===== config.mk =====
export PLATFORM = sky130hd
export DESIGN_NAME = asfrc_top
export DESIGN_NICKNAME = d
export VERILOG_FILES = /design/src/rtl/asfrc_pkg.sv /design/src/rtl/asfrc_top.sv /design/src/rtl/asfrc_reset_sync.sv
export SDC_FILE = /design/constraint.sdc
export NUM_CORES = 1
export LEC_CHECK = 0
export ABC_CLOCK_PERIOD_IN_PS = 1800
export BUFFER_PORTS_ARGS = -buffer_cell sky130_fd_sc_hd__buf_2
export CORE_ASPECT_RATIO = 0.9
export CORE_MARGIN = 2
export CORE_UTILIZATION = 53
export CTS_CLUSTER_DIAMETER = 50
export CTS_CLUSTER_SIZE = 10
export DETAILED_ROUTE_END_ITERATION = 10
export GPL_TIMING_DRIVEN = 0
export PLACE_DENSITY = 0.75
export SLEW_MARGIN = 20
export SYNTH_ARGS = -nofsm -noshare
export SYNTH_HDL_FRONTEND = slang
export SYNTH_HIERARCHICAL = 1
export SYNTH_SLANG_ARGS = --single-unit

===== constraint.sdc =====
create_clock -name clk_i -period 1.8 [get_ports clk_i]
set_clock_uncertainty 0.15 [all_clocks]
set_input_delay 0 -clock clk_i [delete_from_list [all_inputs] [get_ports clk_i]]
set_output_delay 0 -clock clk_i [all_outputs]
set_load 0.02 [all_outputs]

===== src/rtl/asfrc_pkg.sv =====
// Purpose: shared constants for the amp stage fault and reset control
// Assumes: 10 MHz clk_i
// Notes: half-bridge index 0..3 is A..D
`default_nettype none
package asfrc_pkg;
  localparam int unsigned CLK_HZ = 10_000_000;
  localparam int unsigned NUM_HB = 4;
  localparam int unsigned SYNC_STAGES = 2;
  // settle time before outputs are released after power-on clear
  localparam int unsigned POR_SETTLE_US = 10;
  localparam int unsigned POR_SETTLE_CYC =
    (POR_SETTLE_US * (CLK_HZ / 1_000_000) < 1) ? 1 :
    POR_SETTLE_US * (CLK_HZ / 1_000_000);
  localparam int unsigned POR_CNT_W = $clog2(POR_SETTLE_CYC + 1);
  localparam logic [1:0] PAIR_ONE_MASK = 2'h1;
  localparam logic [1:0] PAIR_TWO_MASK = 2'h2;
  localparam logic [1:0] PAIRS_NONE = 2'h0;
  localparam logic [1:0] PAIRS_ALL = 2'h3;
  typedef enum logic [1:0] {
    ASFRC_POR_CLEAR,
    ASFRC_POR_SETTLE,
    ASFRC_POR_READY
  } asfrc_por_state_t;
endpackage : asfrc_pkg
`default_nettype wire


===== src/rtl/asfrc_top.sv =====
// Purpose: protection and reset control of a four half-bridge power stage
// Assumes: 10 MHz clk_i; nrst_i is the power-on clear
// Notes: hb_enable_o bit set lets that half-bridge switch
//
// Notes on behaviour
// - any supply low: all half-bridges hi-z at once, fault output low one cycle later.
// - all supplies good again: switching resumes without reset activity.
// - power-on clears overload latch; outputs held off until ready.
// - pair one reset low forces half-bridges A and B hi-z.
// - pair two reset low forces half-bridges C and D hi-z.
// - bridged mode: weak pulldown on pair outputs while its reset low.
// - single-ended mode: weak pulldowns stay off always.
// - either reset low forces fault output high.
// - reset rising edge clears latched overload, switching resumes.
// - overload latches shutdown of only the offending pair.
// - either reset asserted clears overtemperature latch.
`default_nettype none
module asfrc_top (
  input wire logic clk_i,
  input wire logic nrst_i,
  input wire logic pair_one_reset_n_i,
  input wire logic pair_two_reset_n_i,
  input wire logic gate_drive_supply_ok_i,
  input wire logic core_supply_ok_i,
  input wire logic overload_pair_one_i,
  input wire logic overload_pair_two_i,
  input wire logic overtemp_i,
  input wire logic single_ended_mode_i,
  output logic [asfrc_pkg::NUM_HB-1:0] hb_enable_o,
  output logic [asfrc_pkg::NUM_HB-1:0] weak_pulldown_o,
  output logic fault_out_n_o,
  output logic [1:0] overload_latch_o,
  output logic overtemp_error_latch_o,
  output logic supply_low_guard_o
);
  import asfrc_pkg::*;

  logic p1_lvl_n;
  logic p1_rise;
  logic p2_lvl_n;
  logic p2_rise;
  logic sup_meta_q;
  logic sup_ok_q;
  logic [2:0] flt_meta_q;
  logic [2:0] flt_q;
  asfrc_por_state_t por_q;
  logic [POR_CNT_W-1:0] por_cnt_q;
  logic ready;
  logic [1:0] ovl_q;
  logic ote_q;
  logic [1:0] pair_off;
  logic [1:0] pair_rst;
  logic fault_n_d;
  logic fault_n_q;
  logic [NUM_HB-1:0] en_q;
  logic [NUM_HB-1:0] wpd_q;

  function automatic logic [NUM_HB-1:0] pair_to_hb(input logic [1:0] p);
    pair_to_hb = {p[1], p[1], p[0], p[0]};
  endfunction : pair_to_hb

  asfrc_reset_sync u_sync_one (
    .clk_i(clk_i),
    .nrst_i(nrst_i),
    .pin_n_i(pair_one_reset_n_i),
    .level_n_o(p1_lvl_n),
    .rise_o(p1_rise)
  );

  asfrc_reset_sync u_sync_two (
    .clk_i(clk_i),
    .nrst_i(nrst_i),
    .pin_n_i(pair_two_reset_n_i),
    .level_n_o(p2_lvl_n),
    .rise_o(p2_rise)
  );

  // supply and fault detectors are analog, so synchronise them
  always_ff @(posedge clk_i or negedge nrst_i) begin
    if (!nrst_i) begin
      sup_meta_q <= 1'b0;
      sup_ok_q <= 1'b0;
      flt_meta_q <= 3'h0;
      flt_q <= 3'h0;
    end else begin
      sup_meta_q <= gate_drive_supply_ok_i & core_supply_ok_i;
      sup_ok_q <= sup_meta_q;
      flt_meta_q <= {overtemp_i, overload_pair_two_i, overload_pair_one_i};
      flt_q <= flt_meta_q;
    end
  end

  // power-on clear, then settle before release
  always_ff @(posedge clk_i or negedge nrst_i) begin
    if (!nrst_i) begin
      por_q <= ASFRC_POR_CLEAR;
      por_cnt_q <= '0;
    end else begin
      unique case (por_q)
        ASFRC_POR_CLEAR: begin
          por_q <= ASFRC_POR_SETTLE;
          por_cnt_q <= '0;
        end
        ASFRC_POR_SETTLE: begin
          if (por_cnt_q == POR_CNT_W'(POR_SETTLE_CYC - 1)) begin
            por_q <= ASFRC_POR_READY;
          end else begin
            por_cnt_q <= por_cnt_q + POR_CNT_W'(1);
          end
        end
        ASFRC_POR_READY: begin
          por_q <= ASFRC_POR_READY;
        end
        default: begin
          por_q <= ASFRC_POR_CLEAR;
        end
      endcase
    end
  end

  assign ready = (por_q == ASFRC_POR_READY);
  assign pair_rst = {~p2_lvl_n, ~p1_lvl_n};

  // overload latch per pair; a new overload beats a coincident clear
  always_ff @(posedge clk_i or negedge nrst_i) begin
    if (!nrst_i) begin
      ovl_q <= PAIRS_NONE;
    end else if (por_q == ASFRC_POR_CLEAR) begin
      ovl_q <= PAIRS_NONE;
    end else begin
      for (int i = 0; i < 2; i++) begin
        if (ready && flt_q[i]) begin
          ovl_q[i] <= 1'b1;
        end else if (p1_rise || p2_rise) begin
          ovl_q[i] <= 1'b0;
        end
      end
    end
  end

  // overtemp latch, cleared while a reset is held low
  always_ff @(posedge clk_i or negedge nrst_i) begin
    if (!nrst_i) begin
      ote_q <= 1'b0;
    end else if (ready && flt_q[2]) begin
      ote_q <= 1'b1;
    end else if (pair_rst != PAIRS_NONE) begin
      ote_q <= 1'b0;
    end
  end

  always_comb begin
    pair_off = pair_rst | ovl_q;
    if (!sup_ok_q || !ready || ote_q) begin
      pair_off = PAIRS_ALL;
    end
    fault_n_d = 1'b1;
    if (!sup_ok_q || ote_q || (ovl_q != PAIRS_NONE)) begin
      fault_n_d = 1'b0;
    end
    if (pair_rst != PAIRS_NONE) begin
      fault_n_d = 1'b1;
    end
  end

  always_ff @(posedge clk_i or negedge nrst_i) begin
    if (!nrst_i) begin
      en_q <= '0;
      fault_n_q <= 1'b1;
    end else begin
      en_q <= ~pair_to_hb(pair_off);
      fault_n_q <= fault_n_d;
    end
  end

  // pulldown only in bridged mode; single-ended relies on PWM low pulse
  always_ff @(posedge clk_i or negedge nrst_i) begin
    if (!nrst_i) begin
      wpd_q <= '0;
    end else if (single_ended_mode_i) begin
      wpd_q <= '0;
    end else begin
      wpd_q <= pair_to_hb(pair_rst);
    end
  end

  // the supply guard acts combinationally so hi-z is not delayed a cycle
  assign hb_enable_o = en_q & {NUM_HB{sup_ok_q}};
  assign weak_pulldown_o = wpd_q;
  assign fault_out_n_o = fault_n_q;
  assign overload_latch_o = ovl_q;
  assign overtemp_error_latch_o = ote_q;
  assign supply_low_guard_o = ~sup_ok_q;
endmodule : asfrc_top
`default_nettype wire


===== src/rtl/asfrc_reset_sync.sv =====
// Purpose: synchronise one reset pin and flag its rising edge
// Assumes: input is asynchronous to clk_i
// Notes: first stage is read only by the second stage
`default_nettype none
module asfrc_reset_sync (
  input wire logic clk_i,
  input wire logic nrst_i,
  input wire logic pin_n_i,
  output logic level_n_o,
  output logic rise_o
);
  import asfrc_pkg::*;
  logic meta_q;
  logic sync_q;
  logic prev_q;

  always_ff @(posedge clk_i or negedge nrst_i) begin
    if (!nrst_i) begin
      meta_q <= 1'b0;
      sync_q <= 1'b0;
      prev_q <= 1'b0;
    end else begin
      meta_q <= pin_n_i;
      sync_q <= meta_q;
      prev_q <= sync_q;
    end
  end

  assign level_n_o = sync_q;
  assign rise_o = sync_q & ~prev_q;
endmodule : asfrc_reset_sync
`default_nettype wire


After elaboration in Yosys (flattened, before gate mapping)
Index checks and enable logic that the tools add are counted.
{"block": "word_totals", "register_bits": 35, "latchBits": 0, "ramBits": 0, "mem_bits_ro": 0, "inputBits": 10, "out_inout_bits": 13, "wordCells": 67, "n_memories": 0}
{"block": "classes", "n_addsub": 1, "mul": 0, "div_mod_pow": 0, "n_lt_le_gt_ge": 0, "n_eq_ne": 5, "shifts": 0, "n_mux": 14, "n_bitwise": 11, "reduce_logical": 18}
{"cell": "case mux 7 bit (2 select lines)", "n": 1}
{"cell": "nonzero test 2 bit", "n": 4}
{"cell": "adder 7 x 1 -> 7 bit (second input constant)", "n": 1}
{"cell": "== test 7 bit (second input constant)", "n": 1}
{"cell": "2-to-1 mux 1 bit", "n": 7}
{"cell": "2-to-1 mux 7 bit", "n": 1}
{"cell": "2-to-1 mux 2 bit", "n": 3}
{"cell": "case mux 2 bit (3 select lines)", "n": 1}
{"cell": "nonzero test 3 bit", "n": 2}
{"cell": "logical OR 1 bit", "n": 5}
{"cell": "inverter 1 bit", "n": 5}
{"cell": "AND 4 bit", "n": 1}
{"cell": "2-to-1 mux 4 bit", "n": 1}
{"cell": "!= test 2 bit (second input constant)", "n": 2}
{"cell": "inverter 4 bit", "n": 1}
{"cell": "AND 1 bit", "n": 3}
{"cell": "logical AND 1 bit", "n": 3}
{"cell": "== test 2 x 1 -> 1 bit (second input constant)", "n": 1}
{"cell": "== test 2 bit (second input constant)", "n": 1}
{"cell": "logical NOT 1 bit", "n": 2}
{"cell": "logical NOT 2 bit", "n": 1}
{"cell": "bitwise OR 2 bit", "n": 1}
{"cell": "AND reduction 2 bit", "n": 1}

Longest topological paths before layout
Gate-level depths: netlist of the first run.
{"block": "logic_depth", "ltp_word": 6, "depth_mapped": 6, "depth_no_buf": 5}

Hierarchy
Netlist of the first run, hierarchy kept.
{"module": "asfrc_top", "instances": 1, "cells_per_inst": 86, "area_per_inst_um2": 1092.3, "seq_area_each_um2": 626.9}
{"module": "asfrc_reset_sync", "instances": 2, "cells_per_inst": 4, "area_per_inst_um2": 88.8, "seq_area_each_um2": 75.1}

Worst setup path after synthesis of the first run
Ideal clock, no wire load.
{"block": "synth_path", "kind": "register -> register", "from": "register por_q[1]", "to": "register por_cnt_q[6]", "setup_ns": 0.124, "t_arrival_ns": 1.199, "t_required_ns": 1.526, "path_slack_ns": 0.327, "stages_incl_launch_ff": 6, "n_path_buf": 1, "synth_period_minus_slack_ns": 1.473, "cell_sequence": "dfrtp_1 inv_1 ha_1 buf_4 nor2_1 a211o_1"}
{"block": "synth_between", "elab_chain_len": 3, "elab_cells_between_ends": 6, "cone_classes": "eq/ne (2); mux (1); reduce/logical (3)"}
{"item": "start, declared", "line": "asfrc_top.sv:46", "text": "asfrc_por_state_t por_q;"}
{"item": "start signal, assigned", "line": "asfrc_top.sv:96", "text": "por_q <= ASFRC_POR_CLEAR;"}
{"item": "start signal, assigned", "line": "asfrc_top.sv:101", "text": "por_q <= ASFRC_POR_SETTLE;"}
{"item": "start signal, assigned", "line": "asfrc_top.sv:106", "text": "por_q <= ASFRC_POR_READY;"}
{"item": "== test 2 x 1 -> 1 bit / logical NOT 2 bit (equally long branches)", "line": "asfrc_top.sv:99", "text": "unique case (por_q)"}
{"item": "!= test 2 bit (no source line) / nonzero test 2 bit (equally long branches)"}
{"item": "AND reduction 2 bit (no source line)"}
{"item": "end signal, assigned", "line": "asfrc_top.sv:108", "text": "por_cnt_q <= por_cnt_q + POR_CNT_W'(1);"}
{"item": "end, declared", "line": "asfrc_top.sv:47", "text": "logic [POR_CNT_W-1:0] por_cnt_q;"}
Parallel ways exist; a longest one is shown, timed or not.
A chain may end at the register's enable or synchronous reset.

Worst setup path after layout of the first run
{"block": "layout_path", "from": "register por_q[1]", "to": "register por_cnt_q[0]"}
Same word-level chain as after synthesis.

==> results of run 1 <==
==> stage by stage <==
step | hold WS [ns] | cell area (um2) | total power [uW]
2_1_floorplan | -0.446 | 1270 | 760
3_3_place_gp | -0.0980 | 1410 | 789
3_5_place_dp | -0.0883 | 1410 | 793
4_1_cts | 0.0836 | 1560 | 1180
5_1_grt | 0.140 | 1560 | 1240
6_report | 0.0821 | 1560 | 1170
==> worst reg2reg max path: cells and delay by family (launching register included) <==
family	cells	cell delay, ns
DFF	1	0.41
AOI/OAI and AO/OA	2	0.32
buffers and inverters	2	0.30
adders and majority gates	1	0.28
and+or+nand+nor	1	0.08
==> where the power goes <==
| part | switching, uW | internal [uW] |
|---|---|---|
| Combinational | 32.3 | 33.5 |
| Clock | 222 | 150 |
| Sequential | 10.7 | 716 |
| Total | 265 | 900 |
==> registers in the layout (all words and copies together), names as in the netlist <==
| name | count |
|---|---|
| sup_ok_q | 1 |
| por_cnt_q | 7 |
| u_sync_one/meta_q | 1 |
| u_sync_one/prev_q | 1 |
| u_sync_two/meta_q | 1 |
| weak_pulldown_o | 2 |
| fault_out_n_o | 1 |
| overtemp_error_latch_o | 1 |
| u_sync_two/prev_q | 1 |
| flt_q | 3 |
| por_q | 2 |
| flt_meta_q | 3 |
| overload_latch_o | 2 |
| u_sync_one/level_n_o | 1 |
| en_q | 2 |
| sup_meta_q | 1 |
| u_sync_two/level_n_o | 1 |
==> final timing paths <==
| path | slack, ns | from | to | depth (start not counted) |
|---|---|---|---|---|
| min in group clk_i | 0.16 | pair_one_reset_n_i | u_sync_one/meta_q | 2 |
| max reg2reg | 0.18 | por_q[1] | por_cnt_q[0] | 6 |
| min reg2reg | 0.20 | sup_meta_q | sup_ok_q | 0 |
| max in group asynchronous | 1.00 | nrst_i | por_cnt_q[5] | 2 |
| max | 0.18 | por_q[1] | por_cnt_q[0] | 6 |
| min | 0.08 | nrst_i | u_sync_one/meta_q | 2 |
==> cell usage in the layout, fill, tap and decap left out, types with 3 or more instances in the layout <==
master / synthesis / layout
dlygate4sd3_1: 0 / 9
mux2i_1: 5 / 5
dfrtp_1: 30 / 30
nor2_1: 7 / 7
ha_1: 4 / 4
buf_2: 0 / 22
and2_1: 3 / 3
buf_4: 5 / 5
inv_1: 5 / 5
clkbuf_4: 0 / 5
nor3b_1: 3 / 3
==> routing by layer <==
metal  global-route usage  share of wire  vias up
met1                0.202           0.44      376
met4               0.0610          0.011        0
met3               0.0799          0.050        4
met5                    0              0        -
met2                0.278           0.50       21
li1                     -              -      397
==> logic make-up (layout without fill, tap and decap cells) <==
| logic type | count (synthesis) | in the layout | synth area share |
|---|---|---|---|
| AO/OA/AOI/OAI | 12 | 12 | 0.0798 |
| XOR/XNOR | 2 | 2 | 0.0138 |
| adder cells (fa/ha/maj) | 4 | 4 | 0.0394 |
| buffers and inverters | 10 | 49 | 0.0443 |
| flip-flops | 31 | 31 | 0.612 |
| multiplexers | 6 | 6 | 0.0512 |
| AND/OR/NAND/NOR | 29 | 29 | 0.160 |
==> final cells by class <==
type                            instances  area, um2
Tap cell                               27       33.8
Clock inverter                          2       12.5
Clock buffer                            6       41.3
Fill cell                             166        664
Inverter                                5       18.8
Timing Repair Buffer                   31        200
Multi-Input combinational cell         53        437
Sequential cell                        31        777
Buffer                                  5       37.5
==> impl_metrics.json, run 1 <==
{
  "antenna_found_initial": 0,
  "cts_buffer_depth": 2,
  "routed_wl_um": 2040,
  "die_h_um": 50.4,
  "synth_top_area_frac": 0.591,
  "start_util": 0.572,
  "synth.cell_area_um2": 1270,
  "drcViolationCount": 0,
  "critical_path.top_delay_family": "flip-flops",
  "arrival_ns": 1.72,
  "postCtsHoldBufs": 9,
  "grt_max_degree": 32,
  "drtIter0Drc": 11,
  "post-place-ws_ns": 0.192,
  "yosysUniqueCellTypes": 31,
  "syn_to_final_growth_pct": 22.7,
  "cp_max_fo": 10,
  "dr.pass1.iters": 4,
  "coreArea_um2": 2220,
  "instances_no_fill": 160,
  "synth-seq-cells": 31,
  "finalHoldViolCount": 0,
  "ys_seq_area_frac": 0.612,
  "slew_headroom": 0.575,
  "final_util": 0.701,
  "cts_tree": "done",
  "fin_crit_sh": 0.901,
  "synth.area.top_cells": "dfrtp_1 (59%), ha_1 (3.9%), mux2i_1 (3.9%)",
  "fin_setup_tns_ns": 0,
  "dp.cells": 143,
  "yosys.area.top_type": "dfrtp_1",
  "ys_dominant_reg_cell": "dfrtp_1",
  "peakVddDrop_mv": 0.753,
  "vias_per_cell": 4.99,
  "max_freq_ghz": 0.616,
  "overflow": 0,
  "synthTopCellsByCount": "dfrtp_1 (30), nor2_1 (7), buf_4 (5), inv_1 (5), mux2i_1 (5)",
  "grtUsageTotal": 0.172,
  "num_antenna_cells": 0,
  "dpl.hpwl_um": 1400,
  "path_buf_inv": 2,
  "nets": 146,
  "tightest_slew_ns": 0.638,
  "worstSetupPathType": "reg2reg",
  "grt_pass1_vias": 816,
  "ios": 23,
  "die-area_um2": 2800,
  "synth-edff-count": 0,
  "outcome": "finished, final reports clean",
  "syn_area_per_cell_um2": 13.5,
  "clk_latency_ns": 0.32,
  "max_cap_violations": 0,
  "netlist_instances": 94,
  "grt_pass1_wl_um": 3510,
  "cts_root_buf": "clkbuf_4",
  "avgRoutedWirePerCell_um": 12.8,
  "vias": 798,
  "end_kind": "flip-flop",
  "slowest_delay_ns": 0.41,
  "power.leakage_uw": 0.000780,
  "cts_sinks": 31,
  "crit_path_cell_trace": "inv_1 > ha_1 > buf_4 > nand3b_1 > o22ai_1 > o2bb2ai_1",
  "yosys_warnings": 6,
  "rsz0062_at_grt": "false",
  "async_reset_ff_frac": 1.00,
  "post_cts_buffers": 0,
  "fin_ws_ns": 0.177,
  "drv_slew": 0,
  "powerDensity_nw_per_um2": 748,
  "clkTransAtPathRegs_ns": 0.09,
  "cp_slowest_cell": "dfrtp_1",
  "synth_nets": 108,
  "yosysMostFrequentCell": "dfrtp_1",
  "num_rows": 16,
  "place_congestion": 0.783,
  "start_kind": "flip-flop",
  "cts_buffers": 5,
  "numPortBuffers": 22,
  "setup_viol": 0,
  "antenna_left": 0,
  "cts-resized-gates": 0,
  "fin_crit_ns": 1.62,
  "cp.required_ns": 1.89,
  "die_width_um": 55.6,
  "hp-class": "in2async",
  "cts-htree-levels": 2,
  "drive_gt1_frac": 0.301
}
(Power assumes the default switching activity.)
==> run 2: changes to the inputs <==
--- a/config.mk
+++ b/config.mk
@@ -7,7 +7,6 @@
 export LEC_CHECK = 0
 export ABC_CLOCK_PERIOD_IN_PS = 1800
 export BUFFER_PORTS_ARGS = -buffer_cell sky130_fd_sc_hd__buf_2
-export CORE_ASPECT_RATIO = 0.9
 export CORE_MARGIN = 2
 export CORE_UTILIZATION = 53
 export CTS_CLUSTER_DIAMETER = 50
@@ -15,6 +14,7 @@
 export DETAILED_ROUTE_END_ITERATION = 10
 export GPL_TIMING_DRIVEN = 0
 export PLACE_DENSITY = 0.75
+export REMOVE_ABC_BUFFERS = 1
 export SLEW_MARGIN = 20
 export SYNTH_ARGS = -nofsm -noshare
 export SYNTH_HDL_FRONTEND = slang
==> impl_metrics.json, run 2 (synthesis gave the netlist of run 1 again) <==
{
  "cts_sinks": 31,
  "clkTransAtPathRegs_ns": 0.09,
  "overflow": 0,
  "antenna_found_initial": 0,
  "cts_tree": "done",
  "vias": 822,
  "fin_ws_ns": 0.226,
  "die_h_um": 53.0,
  "syn_to_final_growth_pct": 22.6,
  "cts_buffer_depth": 2,
  "regMostFlops": "por_cnt_q",
  "vias_per_cell": 5.27,
  "start_kind": "flip-flop",
  "num_antenna_cells": 0,
  "met1Wirelength_um": 860,
  "numPortBuffers": 22,
  "antenna_left": 0,
  "seq_power_share": 0.540,
  "fin_setup_tns_ns": 0,
  "power.leakage_uw": 0.000773,
  "grt_pass1_wl_um": 3760,
  "grt_pass1_vias": 803,
  "post-place-ws_ns": 0.0744,
  "max_cap_violations": 0,
  "drv_slew": 0,
  "layout_common_cells": "dfrtp_1 (30), buf_2 (22), dlygate4sd3_1 (9)",
  "met2_length_um": 1120,
  "finalHoldViolCount": 0,
  "top_layer": "met4",
  "setup_viol": 0,
  "end_kind": "flip-flop",
  "nets": 141,
  "crit_path_start": "por_q[1]",
  "routed_wl_um": 2130,
  "arrival_ns": 1.63,
  "cts_root_buf": "clkbuf_4",
  "seqCellArea_um2": 777,
  "clock_power_share": 0.414,
  "switching_power_uw": 271,
  "avgRoutedWirePerCell_um": 13.7,
  "ios": 23,
  "num_rows": 17,
  "fin_crit_sh": 0.874,
  "die-area_um2": 2800,
  "final_common_cell": "dfrtp_1",
  "slew_headroom": 0.561,
  "worstSetupPathType": "reg2reg",
  "cp.required_ns": 1.86,
  "hp-class": "in2async",
  "drive_gt1_frac": 0.289,
  "peakVddDrop_mv": 0.631,
  "r2r-start": "por_q[1]",
  "post_cts_buffers": 0,
  "die_width_um": 53.0,
  "fin_crit_ns": 1.57,
  "place_area_um2": 1380,
  "start_util": 0.569,
  "place_congestion": 0.778,
  "intPower_uw": 1070,
  "multi_input_area_um2": 439,
  "pwr-share-comb": 0.047,
  "grtUsageTotal": 0.202,
  "tightest_slew_ns": 0.658,
  "swShare": 0.201,
  "powerDensity_nw_per_um2": 865,
  "largest_register_ffs": 7,
  "n_fill_cell": 174,
  "coreArea_um2": 2230,
  "cp_max_fo": 14,
  "clk_latency_ns": 0.32,
  "fin_area_um2": 1560,
  "cts-htree-levels": 2,
  "cts_buffers": 5,
  "reg_top3": "por_cnt_q x7, flt_meta_q x3, flt_q x3",
  "grt_max_degree": 32,
  "outcome": "finished, final reports clean",
  "dpl.hpwl_um": 1410,
  "drcViolationCount": 0,
  "dr.pass1.iters": 4,
  "max_freq_ghz": 0.635,
  "rsz0062_at_grt": "false",
  "drtIter0Drc": 6,
  "dr_wl_met3_um": 81
}
-- run 2: cell types whose count changed in the layout (fill, tap and decap cells not counted), sizes merged --
cell / change
clkinvlp: -1
bufinv: +1
buf: -5
-- run 2: per-layer routing --
metal	global-route usage	vias up
li1	-	389
met1	0.238	409
met2	0.302	17
met3	0.0847	7
met4	0.128	0
met5	0	-
-- run 2: layout make-up --
cell class                 instances  area share
multi-input combinational         53       0.282
tap                               28      0.0225
clock buffer                       6      0.0330
timing repair buffer              31       0.129
inverter                           5      0.0121
sequential                        31       0.499
clock inverter                     2      0.0225
-- run 2: through the flow --
step,std cells,hold slack [ns],utilization,power (uW)
global route,156,0.120,0.697,1410
finish,156,0.0859,0.697,1350
global placement,139,-0.0938,0.617,786
CTS,156,0.0900,0.696,1360
detailed placement,139,-0.0867,0.617,789
floorplan,89,-0.446,-,756
-- run 2: power groups by stage --
| stage | logic [uW] | clock network [uW] | registers, uW |
|---|---|---|---|
| after global placement | 47.5 | 0 | 739 |
| after CTS | 63.4 | 567 | 727 |
| after floorplan | 10.8 | 0 | 746 |
| after detailed placement | 48.7 | 0 | 740 |
| final | 63.1 | 557 | 726 |
| after global routing | 70.1 | 610 | 729 |
-- run 2: what timing repair did --
item                                   in CTS  in global routing
hold buffers                                9                  0
setup endpoints to repair                   0                  6
endpoints found under the hold margin      39                  0
gates resized for setup                     0                  1
-- run 2: worst paths after layout --
kind | end | slack [ns] | cells after the start
worst max-delay path | por_q[1] | 0.23 | 4
worst min register to register | u_sync_two/level_n_o | 0.20 | 0
worst max register to register | por_q[1] | 0.23 | 4
worst min-delay path | u_sync_two/meta_q | 0.09 | 2
max in group asynchronous | por_cnt_q[1] | 0.99 | 2
min in group clk_i | flt_meta_q[2] | 0.17 | 2
-- run 2: worst max-delay path, cell delays in order, from the launching register on --
cell	delay [ns]
dfrtp_1	0.41
inv_1	0.09
ha_2	0.37
o21ai_4	0.13
mux2_4	0.31
